<file path="config.mk">
export PLATFORM = sky130hd
export DESIGN_NAME = icsf_framer
export DESIGN_NICKNAME = d
export VERILOG_FILES = /design/src/hw/icsf_pkg.sv /design/src/hw/icsf_line_edge.sv /design/src/hw/icsf_framer.sv
export SDC_FILE = /design/constraint.sdc
export NUM_CORES = 1
export LEC_CHECK = 0
export ABC_AREA = 0
export BUFFER_PORTS_ARGS = -buffer_cell sky130_fd_sc_hd__buf_4
export CORE_MARGIN = 5
export CORE_UTILIZATION = 45
export DETAILED_ROUTE_END_ITERATION = 12
export PLACE_DENSITY = 0.66
export SLEW_MARGIN = 20
export SYNTH_ARGS = -nofsm -noshare
export SYNTH_HDL_FRONTEND = slang
export SYNTH_SLANG_ARGS = --single-unit
</file>
<file path="constraint.sdc">
create_clock -name clk -period 2.2 [get_ports clk]
set_input_delay 0.44 -clock clk [delete_from_list [all_inputs] [get_ports clk]]
set_output_delay 0.44 -clock clk [all_outputs]
set_load 0.03 [all_outputs]
</file>
<file path="src/hw/icsf_pkg.sv">
// Contract
// - Master on makes the six optional chunk kinds enableable.
// - Master switch on turns on the extended image-data chunk by itself.
// - Master switch off stops every trailing chunk on later images.
// - Master switch on marks payload type as pixels plus trailer.
// - Extended chunk holds region offsets, size, pixel format, range limits.
// - Extended chunk is appended to every acquired image while enabled.
// - Frame count is a 32-bit unsigned counter.
// - Frame count starts at zero and adds one per acquired frame.
// - At maximum the frame count rolls to zero on the next frame.
// - Per-chunk enables are ignored while the master switch is clear.
// - Frame-count chunk on by selecting its kind, then setting enable.
// - Frame counts may be skipped on stop; consumers tolerate gaps.
// - Frame count returns to zero on power loss or reset.
// - Clear source selectable: software, input one, input two, or none.
// - Clear source defaults to none after reset.
// - Software clear command acts only when clear source is software.
// - Trigger count starts at one, frame count at zero; pair differs by one.
// - Frame count advances only for triggers that actually make a frame.
package icsf_pkg;

  // Register offsets
  localparam logic [3:0] REG_CTRL      = 4'h0;
  localparam logic [3:0] REG_CHUNK     = 4'h1;
  localparam logic [3:0] REG_COUNTER   = 4'h2;
  localparam logic [3:0] REG_CMD       = 4'h3;
  localparam logic [3:0] REG_OFFSET    = 4'h4;
  localparam logic [3:0] REG_SIZE      = 4'h5;
  localparam logic [3:0] REG_FORMAT    = 4'h6;
  localparam logic [3:0] REG_RANGE     = 4'h7;
  localparam logic [3:0] REG_FRAMECNT  = 4'h8;
  localparam logic [3:0] REG_TRIGCNT   = 4'h9;
  localparam logic [3:0] REG_STATUS    = 4'ha;

  // Chunk kinds, index into the enable vector
  localparam int          NUM_KINDS     = 6;
  localparam logic [2:0]  KIND_FRAMECNT = 3'h0;
  localparam logic [2:0]  KIND_TRIGCNT  = 3'h1;
  localparam logic [2:0]  KIND_STAMP    = 3'h2;
  localparam logic [2:0]  KIND_LINES    = 3'h3;
  localparam logic [2:0]  KIND_CHECKSUM = 3'h4;
  localparam logic [2:0]  KIND_SEQINDEX = 3'h5;

  // Counter instances and increment sources
  localparam logic [1:0]  INST_TRIGGER  = 2'h1;
  localparam logic [1:0]  INST_FRAME    = 2'h2;
  localparam logic [1:0]  SRC_TRIGGER   = 2'h1;
  localparam logic [1:0]  SRC_FRAME     = 2'h2;

  // Reset values and synchroniser depth
  localparam logic [31:0] FRAME_CNT_RST = 32'h0000_0000;
  localparam logic [31:0] TRIG_CNT_RST  = 32'h0000_0001;
  localparam int          SYNC_STAGES   = 2;

  typedef enum logic [1:0] {
    CLR_NONE     = 2'h0,
    CLR_SOFTWARE = 2'h1,
    CLR_LINE_ONE = 2'h2,
    CLR_LINE_TWO = 2'h3
  } icsf_clr_src_t;

  typedef enum logic [1:0] {
    ST_IDLE    = 2'b00,
    ST_PIXELS  = 2'b01,
    ST_TRAILER = 2'b11
  } icsf_state_t;

  // Extended image data carried with every frame while the master switch is on
  typedef struct packed {
    logic [15:0] offset_x;
    logic [15:0] offset_y;
    logic [15:0] width;
    logic [15:0] height;
    logic [31:0] pixel_format;
    logic [15:0] range_min;
    logic [15:0] range_max;
  } icsf_ext_t;

  // Register port request
  typedef struct packed {
    logic        wr;
    logic        rd;
    logic [3:0]  addr;
    logic [31:0] wdata;
  } icsf_req_t;

endpackage

</file>
<file path="src/hw/icsf_line_edge.sv">
`timescale 1ns/1ps
// Two-flop synchroniser followed by a rising-edge detector
module icsf_line_edge (
  // Clock and reset
  input  wire logic clk,
  input  wire logic reset,
  // Line
  input  wire logic line_in,
  output logic      rise
);
  logic [icsf_pkg::SYNC_STAGES-1:0] sync_q;
  logic                             last_q;

  // First stage feeds only the second stage
  always_ff @(posedge clk) begin
    if (reset) begin
      sync_q <= '0;
      last_q <= 1'b0;
      rise   <= 1'b0;
    end else begin
      sync_q <= {sync_q[0], line_in};
      last_q <= sync_q[1];
      rise   <= sync_q[1] & ~last_q;
    end
  end
endmodule

</file>
<file path="src/hw/icsf_framer.sv">
`timescale 1ns/1ps
// Appends trailer words after each frame's pixel words while the master switch is on
module icsf_framer #(
  parameter int DW = 32
) (
  // Clock and reset
  input  wire logic                clk,
  input  wire logic                reset,
  // Register port
  input  wire icsf_pkg::icsf_req_t req,
  output logic [31:0]              rdata,
  // Acquisition events
  input  wire logic                trigger_in,
  input  wire logic                frame_begin_event,
  input  wire logic                io_input_one,
  input  wire logic                io_input_two,
  // Pixel stream in
  input  wire logic                pix_valid,
  input  wire logic [DW-1:0]       pix_data,
  input  wire logic                pix_last,
  // Stream out
  output logic                     out_valid,
  output logic [DW-1:0]            out_data,
  output logic                     out_last,
  output logic                     out_is_trailer,
  output logic                     payload_with_trailer
);
  logic                    chunk_master_switch_q;
  logic [2:0]              chunk_kind_select_q;
  logic [icsf_pkg::NUM_KINDS-1:0] chunk_kind_enable_q;
  logic [1:0]              counter_instance_select_q;
  logic [1:0]              frame_src_q;
  logic [1:0]              trig_src_q;
  icsf_pkg::icsf_clr_src_t counter_clear_source_q;
  icsf_pkg::icsf_ext_t     ext_q;
  logic [31:0]             frame_cnt_q;
  logic [31:0]             trig_cnt_q;
  logic [31:0]             trig_snap_q;
  logic [31:0]             frame_snap_q;
  icsf_pkg::icsf_state_t   state_q;
  logic [3:0]              word_q;
  logic [3:0]              last_word_q;
  logic                    rise_one;
  logic                    rise_two;
  logic                    sw_clear;
  logic                    line_clear;
  logic                    frame_clear;
  logic [icsf_pkg::NUM_KINDS-1:0] kinds_live;

  // Shared decode of write hits
  function automatic logic wr_hit(input icsf_pkg::icsf_req_t r,
                                  input logic [3:0] a);
    return r.wr && (r.addr == a);
  endfunction

  icsf_line_edge u_edge_one (
    .clk     (clk),
    .reset   (reset),
    .line_in (io_input_one),
    .rise    (rise_one)
  );

  icsf_line_edge u_edge_two (
    .clk     (clk),
    .reset   (reset),
    .line_in (io_input_two),
    .rise    (rise_two)
  );

  // Enables count only behind the master switch
  assign kinds_live = chunk_master_switch_q ?
                      chunk_kind_enable_q : '0;

  // Control and configuration registers
  always_ff @(posedge clk) begin
    if (reset) begin
      chunk_master_switch_q     <= 1'b0;
      chunk_kind_select_q       <= 3'h0;
      chunk_kind_enable_q       <= '0;
      counter_instance_select_q <= icsf_pkg::INST_FRAME;
      frame_src_q               <= icsf_pkg::SRC_FRAME;
      trig_src_q                <= icsf_pkg::SRC_TRIGGER;
      counter_clear_source_q    <= icsf_pkg::CLR_NONE;
      payload_with_trailer      <= 1'b0;
    end else begin
      if (wr_hit(req, icsf_pkg::REG_CTRL)) begin
        chunk_master_switch_q <= req.wdata[0];
        payload_with_trailer  <= req.wdata[0];
        if (!req.wdata[0])
          chunk_kind_enable_q <= '0;
      end
      if (wr_hit(req, icsf_pkg::REG_CHUNK)) begin
        chunk_kind_select_q <= req.wdata[2:0];
        // Enable applies to the kind named in the same write
        if (chunk_master_switch_q &&
            req.wdata[2:0] < 3'(icsf_pkg::NUM_KINDS))
          chunk_kind_enable_q[req.wdata[2:0]] <= req.wdata[8];
      end
      if (wr_hit(req, icsf_pkg::REG_COUNTER)) begin
        counter_instance_select_q <= req.wdata[1:0];
        if (req.wdata[1:0] == icsf_pkg::INST_FRAME) begin
          frame_src_q <= req.wdata[5:4];
          counter_clear_source_q <=
            icsf_pkg::icsf_clr_src_t'(req.wdata[9:8]);
        end
        if (req.wdata[1:0] == icsf_pkg::INST_TRIGGER)
          trig_src_q <= req.wdata[5:4];
      end
    end
  end

  // Image description registers
  always_ff @(posedge clk) begin
    if (reset) begin
      ext_q <= '0;
    end else begin
      if (wr_hit(req, icsf_pkg::REG_OFFSET))
        {ext_q.offset_y, ext_q.offset_x} <= req.wdata;
      if (wr_hit(req, icsf_pkg::REG_SIZE))
        {ext_q.height, ext_q.width} <= req.wdata;
      if (wr_hit(req, icsf_pkg::REG_FORMAT))
        ext_q.pixel_format <= req.wdata;
      if (wr_hit(req, icsf_pkg::REG_RANGE))
        {ext_q.range_max, ext_q.range_min} <= req.wdata;
    end
  end

  // Clear sources; software command is ignored unless chosen
  assign sw_clear   = wr_hit(req, icsf_pkg::REG_CMD) && req.wdata[0] &&
                      counter_clear_source_q ==
                      icsf_pkg::CLR_SOFTWARE;
  assign line_clear =
    (counter_clear_source_q == icsf_pkg::CLR_LINE_ONE && rise_one) ||
    (counter_clear_source_q == icsf_pkg::CLR_LINE_TWO && rise_two);
  assign frame_clear = sw_clear || line_clear;

  // Frame counter: 32-bit, counts real frame starts, wraps naturally
  always_ff @(posedge clk) begin
    if (reset) begin
      frame_cnt_q <= icsf_pkg::FRAME_CNT_RST;
    end else if (frame_clear) begin
      frame_cnt_q <= icsf_pkg::FRAME_CNT_RST;
    end else if (frame_begin_event &&
                 frame_src_q == icsf_pkg::SRC_FRAME) begin
      frame_cnt_q <= frame_cnt_q + 32'h1;
    end
  end

  // Trigger counter starts one ahead of the frame counter
  always_ff @(posedge clk) begin
    if (reset)
      trig_cnt_q <= icsf_pkg::TRIG_CNT_RST;
    else if (trigger_in && trig_src_q == icsf_pkg::SRC_TRIGGER)
      trig_cnt_q <= trig_cnt_q + 32'h1;
  end

  // Trigger number taken before the step, so it pairs with the frame word
  always_ff @(posedge clk) begin
    if (reset)
      trig_snap_q <= '0;
    else if (trigger_in && trig_src_q == icsf_pkg::SRC_TRIGGER)
      trig_snap_q <= trig_cnt_q;
  end

  // Trailer word picker: extended chunk then optional counter words
  function automatic logic [31:0] trailer_word(input logic [3:0] w);
    case (w)
      4'h0:    return {ext_q.offset_y, ext_q.offset_x};
      4'h1:    return {ext_q.height, ext_q.width};
      4'h2:    return ext_q.pixel_format;
      4'h3:    return {ext_q.range_max, ext_q.range_min};
      4'h4:    return frame_snap_q;
      default: return trig_snap_q;
    endcase
  endfunction

  // Frame sequencer; counter value is snapped at frame begin.
  // Stopping mid-stream may drop counts, which hosts must accept.
  always_ff @(posedge clk) begin
    if (reset) begin
      state_q        <= icsf_pkg::ST_IDLE;
      word_q         <= 4'h0;
      last_word_q    <= 4'h3;
      frame_snap_q   <= '0;
      out_valid      <= 1'b0;
      out_data       <= '0;
      out_last       <= 1'b0;
      out_is_trailer <= 1'b0;
    end else begin
      out_valid <= 1'b0;
      out_last  <= 1'b0;
      if (frame_begin_event)
        frame_snap_q <= frame_cnt_q;
      unique case (state_q)
        icsf_pkg::ST_IDLE, icsf_pkg::ST_PIXELS: begin
          out_is_trailer <= 1'b0;
          if (pix_valid) begin
            state_q   <= icsf_pkg::ST_PIXELS;
            out_valid <= 1'b1;
            out_data  <= DW'(pix_data);
            if (pix_last) begin
              word_q <= 4'h0;
              last_word_q <= kinds_live[icsf_pkg::KIND_TRIGCNT] ? 4'h5 :
                             kinds_live[icsf_pkg::KIND_FRAMECNT] ? 4'h4 :
                             4'h3;
              if (chunk_master_switch_q) begin
                state_q <= icsf_pkg::ST_TRAILER;
              end else begin
                state_q  <= icsf_pkg::ST_IDLE;
                out_last <= 1'b1;
              end
            end
          end
        end
        icsf_pkg::ST_TRAILER: begin
          out_valid      <= 1'b1;
          out_is_trailer <= 1'b1;
          out_data       <= DW'(trailer_word(word_q));
          // Skip the frame word when only the trigger word is on
          if (word_q == 4'h3 && !kinds_live[icsf_pkg::KIND_FRAMECNT])
            word_q <= 4'h5;
          else
            word_q <= word_q + 4'h1;
          if (word_q == last_word_q) begin
            out_last <= 1'b1;
            state_q  <= icsf_pkg::ST_IDLE;
          end
        end
        default: state_q <= icsf_pkg::ST_IDLE;
      endcase
    end
  end

  // Register read port, data one cycle after the strobe
  always_ff @(posedge clk) begin
    if (reset) begin
      rdata <= '0;
    end else if (req.rd) begin
      unique case (req.addr)
        icsf_pkg::REG_CTRL:     rdata <= {31'h0, chunk_master_switch_q};
        icsf_pkg::REG_CHUNK:    rdata <= {23'h0,
                                   kinds_live[chunk_kind_select_q < 3'h6 ?
                                   chunk_kind_select_q : 3'h0],
                                   5'h0, chunk_kind_select_q};
        icsf_pkg::REG_COUNTER:  rdata <= {22'h0, counter_clear_source_q,
                                   2'h0, frame_src_q, 2'h0,
                                   counter_instance_select_q};
        icsf_pkg::REG_OFFSET:   rdata <= {ext_q.offset_y, ext_q.offset_x};
        icsf_pkg::REG_SIZE:     rdata <= {ext_q.height, ext_q.width};
        icsf_pkg::REG_FORMAT:   rdata <= ext_q.pixel_format;
        icsf_pkg::REG_RANGE:    rdata <= {ext_q.range_max, ext_q.range_min};
        icsf_pkg::REG_FRAMECNT: rdata <= frame_cnt_q;
        icsf_pkg::REG_TRIGCNT:  rdata <= trig_cnt_q;
        icsf_pkg::REG_STATUS:   rdata <= {24'h0, 2'h0, kinds_live};
        default:                rdata <= '0;
      endcase
    end else begin
      rdata <= '0;
    end
  end

  // Checks
  property p_switch_off_no_trailer;
    @(posedge clk) disable iff (reset)
      (!chunk_master_switch_q && state_q != icsf_pkg::ST_TRAILER)
      |=> state_q != icsf_pkg::ST_TRAILER;
  endproperty
  a_switch_off_no_trailer: assert property (p_switch_off_no_trailer)
    else $error("trailer started with master switch off");

  property p_enable_gated;
    @(posedge clk) disable iff (reset)
      !chunk_master_switch_q |-> chunk_kind_enable_q == '0;
  endproperty
  a_enable_gated: assert property (p_enable_gated)
    else $error("chunk enable live with master off");

  property p_payload;
    @(posedge clk) disable iff (reset)
      payload_with_trailer == chunk_master_switch_q;
  endproperty
  a_payload: assert property (p_payload)
    else $error("payload type mismatch");

  property p_count_step;
    @(posedge clk) disable iff (reset)
      (frame_begin_event && !frame_clear &&
       frame_src_q == icsf_pkg::SRC_FRAME)
      |=> frame_cnt_q == $past(frame_cnt_q) + 32'h1;
  endproperty
  a_count_step: assert property (p_count_step)
    else $error("frame count did not step by one");

  property p_wrap;
    @(posedge clk) disable iff (reset)
      (frame_cnt_q == 32'hffff_ffff && frame_begin_event &&
       frame_src_q == icsf_pkg::SRC_FRAME) |=> frame_cnt_q == 32'h0;
  endproperty
  a_wrap: assert property (p_wrap)
    else $error("frame count did not wrap");

  property p_hold;
    @(posedge clk) disable iff (reset)
      (!frame_begin_event && !frame_clear) |=> $stable(frame_cnt_q);
  endproperty
  a_hold: assert property (p_hold)
    else $error("frame count moved without a frame");

  property p_sw_clear;
    @(posedge clk) disable iff (reset)
      (wr_hit(req, icsf_pkg::REG_CMD) && req.wdata[0] &&
       counter_clear_source_q != icsf_pkg::CLR_SOFTWARE &&
       !line_clear && !frame_begin_event) |=> $stable(frame_cnt_q);
  endproperty
  a_sw_clear: assert property (p_sw_clear)
    else $error("software clear acted with other source");

  property p_ext_first;
    @(posedge clk) disable iff (reset)
      (state_q != icsf_pkg::ST_TRAILER) ##1
      (state_q == icsf_pkg::ST_TRAILER) |=> out_valid && out_is_trailer
      && out_data == DW'({ext_q.offset_y, ext_q.offset_x});
  endproperty
  a_ext_first: assert property (p_ext_first)
    else $error("extended chunk not first trailer word");

  property p_trig_pair;
    @(posedge clk) disable iff (reset)
      (trigger_in && trig_src_q == icsf_pkg::SRC_TRIGGER)
      |=> trig_snap_q == $past(trig_cnt_q) &&
          trig_cnt_q == $past(trig_cnt_q) + 32'h1;
  endproperty
  a_trig_pair: assert property (p_trig_pair)
    else $error("trigger number not taken before the step");

  property p_line_clear;
    @(posedge clk) disable iff (reset)
      (counter_clear_source_q == icsf_pkg::CLR_LINE_ONE && rise_one)
      |=> frame_cnt_q == icsf_pkg::FRAME_CNT_RST;
  endproperty
  a_line_clear: assert property (p_line_clear)
    else $error("line edge did not clear the frame count");

  c_trailer: cover property (@(posedge clk) disable iff (reset)
    out_is_trailer && out_last);
  c_plain: cover property (@(posedge clk) disable iff (reset)
    !out_is_trailer && out_last);
  c_line_clear: cover property (@(posedge clk) disable iff (reset)
    line_clear);
endmodule

</file>
==> impl_metrics.json, run 1 <==
{
  "slowest_delay_ps": 400,
  "routed_wl_microns": 55870,
  "start_util": 0.4551,
  "synth_xor_area_frac": 0.01226,
  "path_cells": "inv_1 > ha_1 > nor3b_4 > a2111oi_4 > buf_4 > buf_6 > a211oi_1 > a211oi_1",
  "muxShareOfSynthArea": 0.03438,
  "fin_crit_ps": 2122,
  "p_leak_nw": 6.834,
  "cp_data_required_time_ps": 2630,
  "vdd.ir_drop.worst_mv": 0.4876,
  "async_reset_ff_frac": 0,
  "dp_hpwl_microns": 36710,
  "synth_cell_type_count": 57,
  "synth_fp_nets": 1982,
  "fp-row-count": 68,
  "grt_pass1_wl_microns": 85560,
  "synthCells": 1898,
  "worst_slew_pin_slew_ps": 606.8,
  "yosysMostFrequentCell": "nand2_1",
  "path_clk_slew_ps": 60,
  "grt_max_degree": 84,
  "drc": 0,
  "nNetsFinal": 2109,
  "fillCellCount": 3187,
  "cts_tree": "yes",
  "area_growth_pct": 22.46,
  "power_density_nw_per_um2": 762.1,
  "track_usage": 0.2754,
  "status": "finished, final reports clean",
  "grt_pass1_vias": 14801,
  "io_pins": 146,
  "coreArea_sq_um": 34540,
  "num_antenna_cells": 0,
  "globalRouteOverflowTotal": 0,
  "synth-main-ff-cell": "dfxtp_1",
  "die_x_microns": 196.9,
  "slew_violations": 0,
  "synth_compound_area_frac": 0.2493,
  "htree_levels": 2,
  "ff_latch_area_sq_um": 7169,
  "drt_iter0_markers": 1510,
  "yosysTopAreaCellShare": 0.4559,
  "start_kind": "flip-flop",
  "crit_path_end_kind": "flip-flop",
  "dieHeight_microns": 196.9,
  "synth_area_leader_cell": "dfxtp_1",
  "drive_gt1_frac": 0.1669,
  "path_class": "reg2reg",
  "avgRoutedWirePerCell_microns": 22.26,
  "synth_top_family_by_area": "compound AO/OA/AOI/OAI gates",
  "fin_util": 0.5573,
  "gp_congestion": 0.9052,
  "finalSetupViolCount": 0,
  "ctsHoldBuffers": 0,
  "drt-vias-per-instance": 6.135,
  "synth-seq-cells": 358,
  "yosysSeqAreaShare": 0.4559,
  "placed_area_sq_um": 17820,
  "design_area_sq_um": 19250,
  "rsz0062_at_grt": "no",
  "slew_headroom": 0.5944,
  "slowest_stage": "dfxtp_2",
  "via_count": 15398,
  "crit_arrival_ps": 2560,
  "port_buffers": 145,
  "yosys.area_share.simple": 0.1976,
  "cpMostUsedCell": "a211oi_1",
  "worstPathMaxFanout": 15,
  "fin_crit_sh": 0.9645,
  "netlist_top_cells_area": "dfxtp_1, nand2_1, a21oi_1",
  "cts_buffers": 40,
  "synth-edff-count": 0,
  "whs_ps": 110.6,
  "maxCapViolCount": 0,
  "max_freq_mhz": 471.3,
  "cts_max_path_buffers": 3,
  "cts_root_buffer": "clkbuf_16",
  "synth-adder-area-share": 0.004776,
  "ant_nets": 0,
  "holdCritPathClass": "in2reg",
  "syn_area_per_cell_sq_um": 8.282,
  "synth_warnings": 0,
  "clock_skew_ps": 28.85,
  "syn_area_sq_um": 15720,
  "finalSetupTns_ps": 0,
  "cts.sinks": 358,
  "antenna_found_initial": 0,
  "multiInputGateArea_sq_um": 7930,
  "clock_latency_ps": 550,
  "dr.pass1.iters": 9,
  "die-area_sq_um": 38770,
  "hold_violations": 0,
  "synthTopCellsByCount": "nand2_1, dfxtp_1, a21oi_1"
}
==> cells by family after synthesis <==
| group | Yosys count |
|---|---|
| compound gates | 600 |
| xor+xnor | 22 |
| fa+ha+maj | 6 |
| buf+inv | 185 |
| flops | 358 |
| mux | 53 |
| simple gates | 674 |
==> power breakdown <==
| group | leakage (nW) | internal, mW | switching [mW] |
|---|---|---|---|
| clock | 0.682 | 4.28 | 2.72 |
| combinational | 3.25 | 0.366 | 0.647 |
| sequential | 2.90 | 6.58 | 0.0767 |
==> worst paths after layout <==
kind	start	to	slack, ps	depth (start not counted)
min	io_input_one	u_edge_one.sync_q[0]	110	2
max reg2reg	word_q[0]	out_data[15]	80	8
min reg2reg	u_edge_one.last_q	u_edge_one.rise	380	1
max	word_q[0]	out_data[15]	80	8
==> cell usage in the layout (no fill, tap or decap), types with 20 or more instances in the layout <==
cell	instances
nor2b_1	20
nor2_1	71
mux2i_1	45
buf_4	231
a21oi_1	252
clkbuf_16	42
o22ai_1	32
a22oi_1	55
nand4_1	22
dfxtp_1	356
or4_1	27
o31ai_1	26
a22o_1	92
nand3_1	34
a31oi_1	32
a211oi_1	62
nand2_1	402
==> state kept, by name, summed over array words and instances, names as in the netlist, 3 cells and up <==
signal               count
frame_snap_q            32
word_q                   4
trig_snap_q             32
rdata                   32
chunk_kind_select_q      3
frame_cnt_q             32
out_data                32
trig_cnt_q              32
ext_q                  128
last_word_q              3
chunk_kind_enable_q      6
==> metal layers <==
| layer | share of wire | GRT usage | wire length, microns |
|---|---|---|---|
| met4 | 0.045 | 0.1130 | 2504 |
| met5 | 0 | 0 | 0 |
| met1 | 0.42 | 0.3678 | 23230 |
| met2 | 0.45 | 0.4442 | 25380 |
| met3 | 0.085 | 0.04769 | 4761 |
==> per-stage QoR <==
step | std cells | setup slack (ps) | total power, mW
floorplan | 1898 | 103.7 | 7.283
CTS | 2507 | 51.70 | 14.72
global placement | 2435 | -9.233 | 7.781
finish | 2510 | 78.09 | 14.67
detailed placement | 2435 | -33.74 | 7.790
global route | 2510 | 3.166 | 15.07
==> cell type report <==
| type | instances | area share |
|---|---|---|
| clock buffer | 56 | 0.06038 |
| clock inverter | 16 | 0.01118 |
| inverter | 18 | 0.003510 |
| multi-input combinational | 1355 | 0.4119 |
| sequential | 358 | 0.3724 |
| tap | 455 | 0.02957 |
| timing repair buffer | 252 | 0.1110 |
==> critical path, delay by kind of cell, from the launching register on <==
kind	cells	cell delay [ps]
buf+inv	3	560
simple gates	1	170
fa+ha+maj	1	210
compound gates	3	680
flops	1	400
==> repair_timing <==
item,in CTS,in global routing
setup buffers,0,2
endpoints found under the setup margin,0,9
gates resized for setup,0,7
Note: power is estimated with default switching activity, not from simulation.
==> run 2, diff against run 1 <==
Settings changed: CORE_UTILIZATION 45 to 54, PLACE_DENSITY 0.66 to 0.76.
Clock period 2.2 ns to 1.8 ns, I/O delays scaled along.
==> run 2 against run 1 <==
Net effect:
- the run now ends with setup timing left
- routed wire length increased by 4.4%
- clock skew is 13 ps lower
- die area is 16% lower
- total power rose by 16%
- sequential power up 22%
- register-to-register slack lost 250 ps
- combinational power grew 30%
- count of clock-buffer cells in the layout down 1
- critical endpoint is now trig_cnt_q[23]
==> impl_metrics.json, run 2 (synthesis results as in run 1) <==
{
  "drt-vias-per-instance": 6.538,
  "pwr-share-comb": 0.077,
  "finalNonFillerCells": 2511,
  "grt_pass1_vias": 15682,
  "globalRouteOverflowTotal": 0,
  "path_class": "reg2reg",
  "grt_pass1_wl_microns": 88660,
  "hold_violations": 0,
  "layout_common_cells": "nand2_1, dfxtp_1, buf_4, a21oi_1, a22o_1",
  "slowest_delay_ps": 540,
  "ctsHoldBuffers": 0,
  "reg2reg_from": "trig_cnt_q[14]",
  "worst_slew_pin_slew_ps": 496.4,
  "drt_iter0_markers": 2091,
  "final_common_cell": "nand2_1",
  "cp.depth": 5,
  "path_buf_inv": 1,
  "p_switching_mw": 4.133,
  "dp_hpwl_microns": 38160,
  "path_delay_family": "simple AND/OR/NAND/NOR gates",
  "ant_nets": 0,
  "max_freq_mhz": 505.9,
  "holdCritPathClass": "in2reg",
  "setup_slack_ps": -176.7,
  "largest_reg_flops": 128,
  "fin_util": 0.7014,
  "dpl.cell_count": 2426,
  "start_kind": "flip-flop",
  "r2r_end": "trig_cnt_q[23]",
  "clock_latency_ps": 530,
  "finalSetupTns_ps": -2401,
  "cts_buffers": 38,
  "path_cells": "nand4_1 > buf_4 > or4_4 > or4_1 > a21oi_1",
  "nNetsFinal": 2183,
  "cts_root_buffer": "clkbuf_16",
  "power_density_nw_per_um2": 848.6,
  "cp_data_required_time_ps": 2250,
  "path_clk_slew_ps": 60,
  "switching_share": 0.2419,
  "cts_max_path_buffers": 3,
  "start_util": 0.5477,
  "vdd.ir_drop.worst_mv": 0.7264,
  "slew_headroom": 0.6690,
  "use_met1": 0.4402,
  "pwr-share-seq": 0.476,
  "grt_use_met2": 0.5309,
  "maxCapViolCount": 0,
  "rsz0062_at_grt": "yes",
  "clock_skew_ps": 16.34,
  "crit_arrival_ps": 2420,
  "pre_cts_slack_ps": -205.3,
  "gp_congestion": 0.9515,
  "status": "finished with violations",
  "rr_worst_depth": 5,
  "die-area_sq_um": 32620,
  "dieHeight_microns": 180.6,
  "coreArea_sq_um": 28700,
  "cts.sinks": 358,
  "area_growth_pct": 28.06,
  "drive_gt1_frac": 0.2300,
  "p_leak_nw": 7.261,
  "finalSetupViolCount": 40,
  "met3_usage": 0.06782,
  "slew_violations": 0,
  "critPathLaunch": "trig_cnt_q[14]",
  "grt_max_degree": 74,
  "dr.pass1.iters": 6,
  "reg2reg_slack_ps": -180,
  "htree_levels": 2,
  "fp-row-count": 62,
  "cp-endpoint": "trig_cnt_q[23]",
  "worstPathMaxFanout": 5,
  "cts_tree": "yes",
  "fin_crit_ps": 1977,
  "largest-register": "ext_q",
  "clockPowerShare": 0.447,
  "power.internal_mw": 12.95,
  "crit_path_end_kind": "flip-flop",
  "avgRoutedWirePerCell_microns": 23.23,
  "io_pins": 146,
  "via_count": 16418,
  "fin_crit_sh": 1.098,
  "antenna_found_initial": 0,
  "busiest_layer": "met2",
  "die_x_microns": 180.6,
  "track_usage": 0.3358,
  "slowest_stage": "or4_1",
  "drc": 0,
  "port_buffers": 145,
  "routed_wl_microns": 58330,
  "violations": "setup timing"
}
## run 2: changes by cell type in the layout (fill, tap and decap cells not counted), moves of 11 or more
cell	before	now
a211oi_1	62	38
buf_4	231	284
a211oi_2	2	21
buf_12	17	28
dfxtp_2	2	13
dfxtp_1	356	344
## run 2: per-stage QoR
| stage | hold WS (ps) | cell area, sq um | power, mW |
|---|---|---|---|
| after floorplan | 367.4 | 15850 | 8.913 |
| final | 47.94 | 20130 | 17.08 |
| after global placement | 371.2 | 18330 | 9.531 |
| after CTS | 35.57 | 19720 | 17.01 |
| after detailed placement | 380.9 | 18330 | 9.555 |
| after global routing | 44.68 | 20130 | 17.46 |
## run 2: layout make-up
class                           instances  area [sq um]
Fill cell                            2157          8572
Multi-Input combinational cell       1357          8295
Sequential cell                       358          7187
Timing Repair Buffer                  326          2883
Clock buffer                           55          1146
Tap cell                              384         480.5
Clock inverter                         12         68.82
Inverter                               18         67.56
Antenna cell                            1         2.502
## run 2: worst min-delay path by stage
stage | cells past startpoint | to | slack (ps) | startpoint
2_1_floorplan | 1 | u_edge_one.rise | 370 | u_edge_one.last_q
3_3_place_gp | 1 | u_edge_one.rise | 370 | u_edge_one.last_q
3_5_place_dp | 1 | u_edge_two.rise | 380 | u_edge_two.last_q
4_1_cts | 2 | u_edge_two.sync_q[0] | 40 | io_input_two
5_1_grt | 2 | u_edge_two.sync_q[0] | 40 | io_input_two
6_report | 2 | u_edge_two.sync_q[0] | 50 | io_input_two
## run 2: what timing repair did
action | 4_1_cts | 5_1_grt
setup endpoints to repair | 48 | 62
cloned | 5 | 1
buffers inserted | 5 | 6
hold endpoints to repair | 0 | 0
gates resized for setup | 20 | 81
pin swaps | 24 | 35
## run 2: power by group through the flow
| stage | clock (mW) | combinational [mW] | sequential (mW) |
|---|---|---|---|
| 3_3_place_gp | 0 | 1.23 | 8.30 |
| 4_1_cts | 7.62 | 1.26 | 8.13 |
| 3_5_place_dp | 0 | 1.25 | 8.30 |
| 6_report | 7.64 | 1.31 | 8.13 |
| 5_1_grt | 7.96 | 1.36 | 8.14 |
| 2_1_floorplan | 0 | 0.526 | 8.39 |
## run 2: layer usage
layer,part of all wire,wire length [microns],vias to the layer above
li1,-,-,7271
met3,0.11,6580,279
met5,0,0,-
met4,0.060,3516,0
met2,0.45,26040,1119
met1,0.38,22190,7749
